--- src/rtl/bid_pkg.sv ---
// Constants, types and register map of the branch and increment/decrement executor.
//////////////////////////////////////////////////////////////////////////////////
// Summary of operation
// RL1: Decrement-and-skip subtracts one, writes the chosen destination, keeps every flag.
// RL2: Nonzero decrement result runs next instruction; zero result turns it into a NOP.
// RL3: Increment-and-skip adds one, keeps flags, zero result turns next instruction into NOP.
// RL4: Branch loads 11-bit literal into pc 10..0 and latch bits 6..3 into pc 14..11.
// RL5: Branch always takes two instruction cycles and leaves every flag alone.
// RL6: OR-literal ORs the 8-bit literal into the accumulator and updates the zero flag.
// RL7: Plain increment adds one, writes the chosen destination, updates zero, never skips.
// RL8: Destination bit 0 writes the accumulator, 1 writes back to the file register.
// RL9: Zero flag follows an 8-bit zero result, only for instructions that affect it.
// RL10: File operand is a 7-bit address of 128 locations; increment and decrement wrap.
//////////////////////////////////////////////////////////////////////////////////
package bid_pkg;

	// Data path widths.
	localparam int DATA_W  = 8;
	localparam int INSTR_W = 14;
	localparam int PC_W    = 15;
	localparam int FADDR_W = 7;
	localparam int LATCH_W = 7;
	localparam int TGT_W   = 11;
	localparam int RADDR_W = 3;

	// Instruction and latch field positions.
	localparam int DEST_BIT   = 7;
	localparam int LATCH_LO   = 3;
	localparam int LATCH_HI   = 6;

	// Opcode match and mask patterns.
	localparam logic [INSTR_W-1:0] MASK_FILE  = 14'h3f00;
	localparam logic [INSTR_W-1:0] MASK_BR    = 14'h3800;
	localparam logic [INSTR_W-1:0] MATCH_DSZ  = 14'h0b00;
	localparam logic [INSTR_W-1:0] MATCH_ISZ  = 14'h0f00;
	localparam logic [INSTR_W-1:0] MATCH_INC  = 14'h0a00;
	localparam logic [INSTR_W-1:0] MATCH_BR   = 14'h2800;
	localparam logic [INSTR_W-1:0] MATCH_IOR  = 14'h3800;

	// Register offsets.
	localparam logic [RADDR_W-1:0] OFS_ACC    = 3'h0;
	localparam logic [RADDR_W-1:0] OFS_LATCH  = 3'h1;
	localparam logic [RADDR_W-1:0] OFS_STATUS = 3'h2;
	localparam logic [RADDR_W-1:0] OFS_PCL    = 3'h3;
	localparam logic [RADDR_W-1:0] OFS_PCH    = 3'h4;
	localparam logic [RADDR_W-1:0] OFS_CTRL   = 3'h5;

	// Status and control bit positions.
	localparam int ST_ZERO  = 0;
	localparam int ST_SKIP  = 1;
	localparam int ST_FLUSH = 2;
	localparam int CT_RUN   = 0;

	// Values after reset.
	localparam logic [DATA_W-1:0]  RST_ACC   = 8'h00;
	localparam logic [LATCH_W-1:0] RST_LATCH = 7'h00;
	localparam logic [PC_W-1:0]    RST_PC    = 15'h0000;
	localparam logic               RST_ZERO  = 1'b0;
	localparam logic               RST_RUN   = 1'b1;

	// Decoded operations.
	typedef enum logic [2:0] {
		OP_NONE,
		OP_DSZ,
		OP_ISZ,
		OP_INC,
		OP_BR,
		OP_IOR
	} bid_op_type;

endpackage : bid_pkg

--- src/rtl/bid_decode.sv ---
// Instruction word decoder of the executor.
`timescale 1ns/1ps
`default_nettype none
module bid_decode (
	// Instruction word.
	input  wire logic [bid_pkg::INSTR_W-1:0] instr,
	// Decoded fields.
	output bid_pkg::bid_op_type              op,
	output logic                             dest,
	output logic [bid_pkg::FADDR_W-1:0]      faddr,
	output logic [bid_pkg::DATA_W-1:0]       lit,
	output logic [bid_pkg::TGT_W-1:0]        target
);

	//////////////////////////////////////////////////////////////////////////
	always_comb begin
		if ((instr & bid_pkg::MASK_FILE) == bid_pkg::MATCH_DSZ) begin
			op = bid_pkg::OP_DSZ;
		end else if ((instr & bid_pkg::MASK_FILE) == bid_pkg::MATCH_ISZ) begin
			op = bid_pkg::OP_ISZ;
		end else if ((instr & bid_pkg::MASK_FILE) == bid_pkg::MATCH_INC) begin
			op = bid_pkg::OP_INC;
		end else if ((instr & bid_pkg::MASK_FILE) == bid_pkg::MATCH_IOR) begin
			op = bid_pkg::OP_IOR;
		end else if ((instr & bid_pkg::MASK_BR) == bid_pkg::MATCH_BR) begin
			op = bid_pkg::OP_BR;
		end else begin
			op = bid_pkg::OP_NONE;
		end
	end

	assign dest   = instr[bid_pkg::DEST_BIT];                          // RL8
	assign faddr  = instr[bid_pkg::FADDR_W-1:0];                       // RL10
	assign lit    = instr[bid_pkg::DATA_W-1:0];
	assign target = instr[bid_pkg::TGT_W-1:0];

endmodule : bid_decode
`default_nettype wire

--- src/rtl/bid_alu.sv ---
// Arithmetic unit: increment, decrement and OR with zero detection.
`timescale 1ns/1ps
`default_nettype none
module bid_alu #(
	parameter int WIDTH = 8
) (
	// Operation and operands.
	input  wire bid_pkg::bid_op_type  op,
	input  wire logic [WIDTH-1:0]     acc,
	input  wire logic [WIDTH-1:0]     fdata,
	input  wire logic [WIDTH-1:0]     lit,
	// Results.
	output logic [WIDTH-1:0]          result,
	output logic                      zero,
	output logic                      skip
);

	if (WIDTH != bid_pkg::DATA_W) begin : g_width_check
		$error("bid_alu: WIDTH must equal the core data width");
	end

	//////////////////////////////////////////////////////////////////////////
	always_comb begin
		case (op)
			bid_pkg::OP_DSZ: result = WIDTH'(fdata - WIDTH'(1));   // RL1 RL10
			bid_pkg::OP_ISZ: result = WIDTH'(fdata + WIDTH'(1));   // RL3 RL10
			bid_pkg::OP_INC: result = WIDTH'(fdata + WIDTH'(1));   // RL7 RL10
			bid_pkg::OP_IOR: result = acc | lit;                   // RL6
			default:         result = '0;
		endcase
	end

	assign zero = (result == '0);                                  // RL9
	assign skip = zero && (op == bid_pkg::OP_DSZ || op == bid_pkg::OP_ISZ); // RL2 RL3

endmodule : bid_alu
`default_nettype wire

--- src/rtl/bid_core.sv ---
// Executor of skip, increment, branch and OR-literal instructions with register port.
//
// The implementer's own choices: the address map and the strobed register port.
`timescale 1ns/1ps
`default_nettype none
module bid_core (
	// Clock and reset.
	input  wire logic                        clk,
	input  wire logic                        nrst,
	// Program memory.
	input  wire logic                        instr_valid,
	input  wire logic [bid_pkg::INSTR_W-1:0] instr,
	output logic [bid_pkg::PC_W-1:0]         pc,
	output logic                             instr_nop,
	// Data file registers.
	output logic [bid_pkg::FADDR_W-1:0]      file_addr,
	input  wire logic [bid_pkg::DATA_W-1:0]  file_rdata,
	output logic                             file_we,
	output logic [bid_pkg::DATA_W-1:0]       file_wdata,
	// Register port.
	input  wire logic [bid_pkg::RADDR_W-1:0] reg_addr,
	input  wire logic [bid_pkg::DATA_W-1:0]  reg_wdata,
	input  wire logic                        reg_wr,
	input  wire logic                        reg_rd,
	output logic [bid_pkg::DATA_W-1:0]       reg_rdata
);

	//////////////////////////////////////////////////////////////////////////
	// Reset release synchroniser.
	logic rst_meta_reg;
	logic rst_n;

	always_ff @(posedge clk or negedge nrst) begin
		if (!nrst) begin
			rst_meta_reg <= 1'b0;
			rst_n        <= 1'b0;
		end else begin
			rst_meta_reg <= 1'b1;
			rst_n        <= rst_meta_reg;
		end
	end

	//////////////////////////////////////////////////////////////////////////
	// Decode and arithmetic.
	bid_pkg::bid_op_type              op;
	logic                             dest;
	logic [bid_pkg::FADDR_W-1:0]      faddr;
	logic [bid_pkg::DATA_W-1:0]       lit;
	logic [bid_pkg::TGT_W-1:0]        target;
	logic [bid_pkg::DATA_W-1:0]       result;
	logic                             alu_zero;
	logic                             alu_skip;

	bid_decode u_decode (
		.instr  (instr),
		.op     (op),
		.dest   (dest),
		.faddr  (faddr),
		.lit    (lit),
		.target (target)
	);

	logic [bid_pkg::DATA_W-1:0]       acc_reg;
	logic [bid_pkg::DATA_W-1:0]       acc_next;

	bid_alu #(
		.WIDTH (bid_pkg::DATA_W)
	) u_alu (
		.op     (op),
		.acc    (acc_reg),
		.fdata  (file_rdata),
		.lit    (lit),
		.result (result),
		.zero   (alu_zero),
		.skip   (alu_skip)
	);

	//////////////////////////////////////////////////////////////////////////
	// Execution state.
	logic [bid_pkg::LATCH_W-1:0]      latch_reg;
	logic [bid_pkg::LATCH_W-1:0]      latch_next;
	logic [bid_pkg::PC_W-1:0]         pc_reg;
	logic [bid_pkg::PC_W-1:0]         pc_next;
	logic                             zero_reg;
	logic                             zero_next;
	logic                             skip_reg;
	logic                             skip_next;
	logic                             flush_reg;
	logic                             flush_next;
	logic                             run_reg;
	logic                             run_next;
	logic                             step;
	logic                             exec;
	logic                             file_op;

	assign step    = instr_valid && run_reg;
	assign exec    = step && !skip_reg && !flush_reg;
	assign file_op = (op == bid_pkg::OP_DSZ) || (op == bid_pkg::OP_ISZ) || (op == bid_pkg::OP_INC);

	always_comb begin
		acc_next   = acc_reg;
		latch_next = latch_reg;
		pc_next    = pc_reg;
		zero_next  = zero_reg;
		skip_next  = skip_reg;
		flush_next = flush_reg;
		run_next   = run_reg;
		// Software writes come first so that a same-cycle instruction result wins.
		if (reg_wr) begin
			case (reg_addr)
				bid_pkg::OFS_ACC:    acc_next   = reg_wdata;
				bid_pkg::OFS_LATCH:  latch_next = reg_wdata[bid_pkg::LATCH_W-1:0];
				bid_pkg::OFS_STATUS: zero_next  = reg_wdata[bid_pkg::ST_ZERO];
				bid_pkg::OFS_CTRL:   run_next   = reg_wdata[bid_pkg::CT_RUN];
				default:             ;
			endcase
		end
		if (step) begin
			pc_next    = bid_pkg::PC_W'(pc_reg + bid_pkg::PC_W'(1));
			skip_next  = 1'b0;                                   // RL2 RL3
			flush_next = 1'b0;                                   // RL5
		end
		if (exec) begin
			case (op)
				bid_pkg::OP_DSZ,
				bid_pkg::OP_ISZ: begin
					if (!dest) begin
						acc_next = result;                       // RL1 RL3 RL8
					end
					skip_next = alu_skip;                        // RL2 RL3
				end
				bid_pkg::OP_INC: begin
					if (!dest) begin
						acc_next = result;                       // RL7 RL8
					end
					zero_next = alu_zero;                        // RL7 RL9
				end
				bid_pkg::OP_IOR: begin
					acc_next  = result;                          // RL6
					zero_next = alu_zero;                        // RL6 RL9
				end
				bid_pkg::OP_BR: begin
					pc_next    = {latch_reg[bid_pkg::LATCH_HI:bid_pkg::LATCH_LO], target}; // RL4
					flush_next = 1'b1;                           // RL5
				end
				default: ;
			endcase
		end
	end

	always_ff @(posedge clk or negedge rst_n) begin
		if (!rst_n) begin
			acc_reg   <= bid_pkg::RST_ACC;
			latch_reg <= bid_pkg::RST_LATCH;
			pc_reg    <= bid_pkg::RST_PC;
			zero_reg  <= bid_pkg::RST_ZERO;
			skip_reg  <= 1'b0;
			flush_reg <= 1'b0;
			run_reg   <= bid_pkg::RST_RUN;
		end else begin
			acc_reg   <= acc_next;
			latch_reg <= latch_next;
			pc_reg    <= pc_next;
			zero_reg  <= zero_next;
			skip_reg  <= skip_next;
			flush_reg <= flush_next;
			run_reg   <= run_next;
		end
	end

	assign pc         = pc_reg;
	assign instr_nop  = step && !exec;                           // RL2 RL3 RL5
	assign file_addr  = faddr;                                   // RL10
	assign file_we    = exec && file_op && dest;                 // RL8
	assign file_wdata = result;

	//////////////////////////////////////////////////////////////////////////
	// Register read port.
	logic [bid_pkg::DATA_W-1:0]       rdata_reg;
	logic [bid_pkg::DATA_W-1:0]       rdata_next;

	always_comb begin
		rdata_next = '0;
		if (reg_rd) begin
			case (reg_addr)
				bid_pkg::OFS_ACC:    rdata_next = acc_reg;
				bid_pkg::OFS_LATCH:  rdata_next = {1'b0, latch_reg};
				bid_pkg::OFS_STATUS: rdata_next = {5'h00, flush_reg, skip_reg, zero_reg};
				bid_pkg::OFS_PCL:    rdata_next = pc_reg[7:0];
				bid_pkg::OFS_PCH:    rdata_next = {1'b0, pc_reg[bid_pkg::PC_W-1:8]};
				bid_pkg::OFS_CTRL:   rdata_next = {7'h00, run_reg};
				default:             rdata_next = '0;
			endcase
		end
	end

	always_ff @(posedge clk or negedge rst_n) begin
		if (!rst_n) begin
			rdata_reg <= '0;
		end else begin
			rdata_reg <= rdata_next;
		end
	end

	assign reg_rdata = rdata_reg;

	//////////////////////////////////////////////////////////////////////////
	// Checks.
	property p_dsz_value;
		@(posedge clk) disable iff (!rst_n)
		(exec && op == bid_pkg::OP_DSZ && !dest && !(reg_wr && reg_addr == bid_pkg::OFS_ACC))
		|=> acc_reg == 8'($past(file_rdata) - 8'h01);
	endproperty
	a_dsz_value: assert property (p_dsz_value) // RL1
		else $error("decrement result not in accumulator");

	property p_skip_flags;
		@(posedge clk) disable iff (!rst_n)
		(exec && (op == bid_pkg::OP_DSZ || op == bid_pkg::OP_ISZ || op == bid_pkg::OP_BR)
		&& !reg_wr) |=> $stable(zero_reg);
	endproperty
	a_skip_flags: assert property (p_skip_flags) // RL5
		else $error("flag changed by a flag-neutral instruction");

	property p_dsz_skip;
		@(posedge clk) disable iff (!rst_n)
		(exec && op == bid_pkg::OP_DSZ)
		|=> skip_reg == ($past(file_rdata) == 8'h01);
	endproperty
	a_dsz_skip: assert property (p_dsz_skip) // RL2
		else $error("decrement skip decision wrong");

	property p_skip_nop;
		@(posedge clk) disable iff (!rst_n)
		(skip_reg && step) |-> instr_nop && !file_we ##1 !skip_reg;
	endproperty
	a_skip_nop: assert property (p_skip_nop) // RL2
		else $error("skipped instruction was not turned into a no-operation");

	property p_isz_wrap_skip;
		@(posedge clk) disable iff (!rst_n)
		(exec && op == bid_pkg::OP_ISZ && file_rdata == 8'hff)
		|-> result == 8'h00 ##1 skip_reg;
	endproperty
	a_isz_wrap_skip: assert property (p_isz_wrap_skip) // RL3
		else $error("increment-skip did not wrap and skip");

	property p_branch_target;
		@(posedge clk) disable iff (!rst_n)
		(exec && op == bid_pkg::OP_BR)
		|=> pc_reg == {$past(latch_reg[6:3]), $past(instr[10:0])};
	endproperty
	a_branch_target: assert property (p_branch_target) // RL4
		else $error("branch target formed wrongly");

	property p_branch_two_cycles;
		@(posedge clk) disable iff (!rst_n)
		(exec && op == bid_pkg::OP_BR) |=> flush_reg && !skip_reg;
	endproperty
	a_branch_two_cycles: assert property (p_branch_two_cycles) // RL5
		else $error("branch did not arm its second cycle");

	property p_flush_nop;
		@(posedge clk) disable iff (!rst_n)
		(flush_reg && step) |-> instr_nop && !file_we ##1 !flush_reg;
	endproperty
	a_flush_nop: assert property (p_flush_nop) // RL5
		else $error("second branch cycle was not a no-operation");

	property p_ior;
		@(posedge clk) disable iff (!rst_n)
		(exec && op == bid_pkg::OP_IOR)
		|=> acc_reg == ($past(acc_reg) | $past(instr[7:0])) && zero_reg == (acc_reg == 8'h00);
	endproperty
	a_ior: assert property (p_ior) // RL6
		else $error("OR-literal result or zero flag wrong");

	property p_inc_no_skip;
		@(posedge clk) disable iff (!rst_n)
		(exec && op == bid_pkg::OP_INC && !(reg_wr && reg_addr == bid_pkg::OFS_STATUS))
		|=> !skip_reg && zero_reg == ($past(file_rdata) == 8'hff);
	endproperty
	a_inc_no_skip: assert property (p_inc_no_skip) // RL7
		else $error("plain increment skipped or set zero wrongly");

	property p_dest_steer;
		@(posedge clk) disable iff (!rst_n)
		(exec && file_op) |-> file_we == dest && file_wdata == result;
	endproperty
	a_dest_steer: assert property (p_dest_steer) // RL8
		else $error("destination bit did not steer the result");

	property p_acc_kept;
		@(posedge clk) disable iff (!rst_n)
		(exec && file_op && dest && !reg_wr) |=> $stable(acc_reg);
	endproperty
	a_acc_kept: assert property (p_acc_kept) // RL8
		else $error("accumulator written with file destination");

	property p_zero_only_affecting;
		@(posedge clk) disable iff (!rst_n)
		(!reg_wr && !(exec && (op == bid_pkg::OP_INC || op == bid_pkg::OP_IOR)))
		|=> $stable(zero_reg);
	endproperty
	a_zero_only_affecting: assert property (p_zero_only_affecting) // RL9
		else $error("zero flag moved without cause");

	property p_file_addr;
		@(posedge clk) disable iff (!rst_n)
		exec && file_op |-> file_addr == instr[6:0] && file_wdata == 8'(result);
	endproperty
	a_file_addr: assert property (p_file_addr) // RL10
		else $error("file address not taken from the 7-bit field");

endmodule : bid_core
`default_nettype wire

--- config.mk ---
export PLATFORM = sky130hd
export DESIGN_NAME = bid_core
export DESIGN_NICKNAME = d
export VERILOG_FILES = /design/src/rtl/bid_pkg.sv /design/src/rtl/bid_decode.sv /design/src/rtl/bid_alu.sv /design/src/rtl/bid_core.sv
export SDC_FILE = /design/constraint.sdc
export NUM_CORES = 1
export LEC_CHECK = 0
export ABC_AREA = 1
export BUFFER_PORTS_ARGS = -buffer_cell sky130_fd_sc_hd__buf_2
export CAP_MARGIN = 20
export CORE_MARGIN = 5
export CORE_UTILIZATION = 53
export CTS_CLUSTER_DIAMETER = 150
export DETAILED_ROUTE_END_ITERATION = 8
export PLACE_DENSITY = 0.8
export SETUP_SLACK_MARGIN = 0.3
export SKIP_LAST_GASP = 1
export SLEW_MARGIN = 20
export SYNTH_ARGS = -nofsm -noshare
export SYNTH_HDL_FRONTEND = slang
export SYNTH_SLANG_ARGS = --single-unit
--- constraint.sdc ---
create_clock -name clk -period 4.9 [get_ports clk]
set_input_delay 1.47 -clock clk [delete_from_list [all_inputs] [get_ports clk]]
set_output_delay 1.47 -clock clk [all_outputs]
set_load 0.01 [all_outputs]
==> results.yml <==
status:
  outcome: "finished, final reports clean"
worst_setup_path:
  regToRegSetupSlack_ps: 2950
  end_kind: "output pin"
  worstSetupStartpointType: "primary input"
  critPathArrivalTime_ps: 3110
  path_common_cell: "nand2_1"
  crit_slowest_cell: "fa_2"
  crit_buf_inv: 5
  reg2reg_from: "run_reg"
  cp_slowest_stage_delay_ps: 370
  crit_fanout: 4
  cp.required_ps: 3430
  reg2reg_depth: 6
  cp_cell_sequence: "buf_8, nand2_4, nor2_4, nand2_2, nand2_4, buf_6, fa_2, inv_2, nand3_2, nand2_1, nand2_1, nand2_1, nor2_1, nor2_1, inv_1, buf_6"
  crit_type: "in2out"
  cp-startpoint: "instr[8]"
  r2r-end: "pc[9]"
  crit_family: "simple AND/OR/NAND/NOR gates"
sta:
  rsz0062_at_grt: "true"
  tightestPinTransition_ps: 542
  finalSetupViolCount: 0
  clock_skew_ps: 9.72
  hold_viol_final: 0
  fin_crit_ps: 4580
  period_share: 0.934
  fmax_mhz: 218
  report.final.slew_viol_count: 0
  finalSetupTns_ps: 0
  slew_headroom: 0.638
power_and_ir_drop:
  seqPwrFrac: 0.413
  switchingPower_uw: 544
  clkPwrFrac: 0.204
  intPower_uw: 827
  p_per_area_nw_per_um2: 365
  irDropWorstVdd_mv: 0.224
  p_leak_uw: 0.00208
  total_power_uw: 1370
  swShare: 0.397
  p_comb_frac: 0.383
layout:
  final_nets: 527
  area_growth_pct: 27.0
  multi_input_area_um2: 1670
  finalNonFillerCells: 554
  drive_gt1_frac: 0.315
  largest_reg_flops: 15
  seq_area_um2: 1100
  fill_cells: 473
  diodes: 0
placed_design:
  place_congestion: 0.893
  dpl.hpwl_um: 6330
  dp_cells: 539
  portBuffers: 77
yosys:
  syn_avg_cell_area_um2: 7.48
  async_reset_ff_frac: 1.00
  syn_inst: 395
  muxShareOfSynthArea: 0.0368
  synthAdderAreaFrac: 0.0364
  ys_top_cells_by_area: "dfrtp_1, nand2_1, inv_1"
  synth-simple-area-share: 0.282
  synth_top_family_by_area: "simple AND/OR/NAND/NOR gates"
  yosysMostFrequentCell: "nand2_1"
  netlist_top_cells_count: "nand2_1, inv_1, dfrtp_1, nor2_1, nand3_1"
  synth_compound_area_frac: 0.139
  syn_area_um2: 2950
  synth_top_area_frac: 0.364
  synth_flop_cell: "dfrtp_1"
  synth-seq-area-share: 0.373
  ys_warn_count: 0
  ys_ff_latch: 44
  synth-xor-area-share: 0.0208
  synth-edff-count: 0
  synth_fp_nets: 441
  yosysTopAreaCell: "dfrtp_1"
  ys_types: 40
detailed_routing:
  vias_per_cell: 5.34
  antenna_left: 0
  wire_per_inst_um: 14.8
  initialDrtViolationCount: 231
  drc: 0
  num_vias: 2961
  totalWireLength_um: 8210
  drtPass1Iterations: 5
global_routing:
  grt_overflow: 0
  grt_pass1_wl_um: 13200
  grt_max_degree: 43
  grt_pass1_vias: 2840
  grt.total_usage: 0.227
  antenna_found_initial: 0
clocking:
  cts_tree: "done"
  cts_made_buffers: 5
  postCtsHoldBufs: 0
  clk_path_buf_depth: 2
  clk_latency_ps: 300
  path_clk_slew_ps: 90
  cts_num_sinks: 44
  cts_root_buffer: "clkbuf_8"
  htree_levels: 2
floorplanning:
  die_area_um2: 7170
  fp.dieH_um: 84.7
  ios: 78
  core_area_um2: 5470
  rows: 27
  die_w_um: 84.7
  initial_core_util: 0.540
job:
  drv_cap: 0
worst_hold_path:
  hp-class: "reg2async"
-- repair_timing --
| item | 4_1_cts | 5_1_grt |
|---|---|---|
| resized for setup | 12 | 33 |
| endpoints found under the hold margin | 0 | 0 |
| setup buffers | 0 | 7 |
| endpoints found under the setup margin | 5 | 7 |
| pin swaps | 0 | 14 |
-- per-stage QoR --
step	setup WS, ps	cell area (um^2)	util	hold WS [ps]
after floorplan	392	2950	-	331
after global placement	187	3400	0.621	328
after detailed placement	88.8	3400	0.621	336
after CTS	303	3600	0.657	341
after global routing	229	3750	0.685	380
final	323	3750	0.685	313
-- routing by layer --
metal / part of all wire / global-route usage / vias to the layer above
met5: 0 / 0 / -
met4: 0.027 / 0.0777 / 0
met3: 0.068 / 0.0353 / 16
met2: 0.49 / 0.385 / 114
met1: 0.41 / 0.295 / 1372
li1: - / - / 1459
-- cells by family (layout without fill, tap and decap cells) --
kind of cell | after synthesis | after routing
AND/OR/NAND/NOR | 176 | 176
buffers and inverters | 79 | 166
AO/OA/AOI/OAI | 70 | 70
flip-flops | 44 | 44
multiplexers | 10 | 10
adder cells (fa/ha/maj) | 8 | 8
XOR/XNOR | 7 | 7
other | 1 | 1
-- worst max-delay path by stage --
stage	to	slack (ps)	cells past startpoint
after CTS	file_wdata[4]	300	16
final	file_wdata[4]	320	16
after detailed placement	file_wdata[7]	90	15
after global routing	file_wdata[7]	230	15
after global placement	file_wdata[7]	190	15
after floorplan	file_wdata[6]	390	13
-- power by group through the flow --
stage,logic [uW],registers (uW),clock network [uW]
after detailed placement,497,571,0
final,526,566,279
after floorplan,288,591,0
after global routing,581,580,297
after CTS,508,564,279
after global placement,486,566,0
-- cells in the final DEF (no fill, tap or decap), types with 6 or more instances in the layout --
master    netlist  final
a21oi_1        18     17
a221oi_1        6      6
buf_2           3     72
buf_4           7     11
dfrtp_1        43     43
inv_1          65     61
mux2_2          7      7
nand2_1        83     76
nand2_2         3      7
nand3_1        29     25
nand3_2         3      7
nor2_1         37     35
nor2_4          4      7
o21ai_0        21     20
o21ai_1        10     11
xor2_1          6      6
-- final cells by class --
cell class | count | area share
Clock buffer | 5 | 0.0183
Clock inverter | 3 | 0.0113
Inverter | 69 | 0.0710
Multi-Input combinational cell | 272 | 0.444
Sequential cell | 44 | 0.294
Tap cell | 72 | 0.0240
Timing Repair Buffer | 89 | 0.137
No activity file was read; power rests on OpenSTA's default activity.
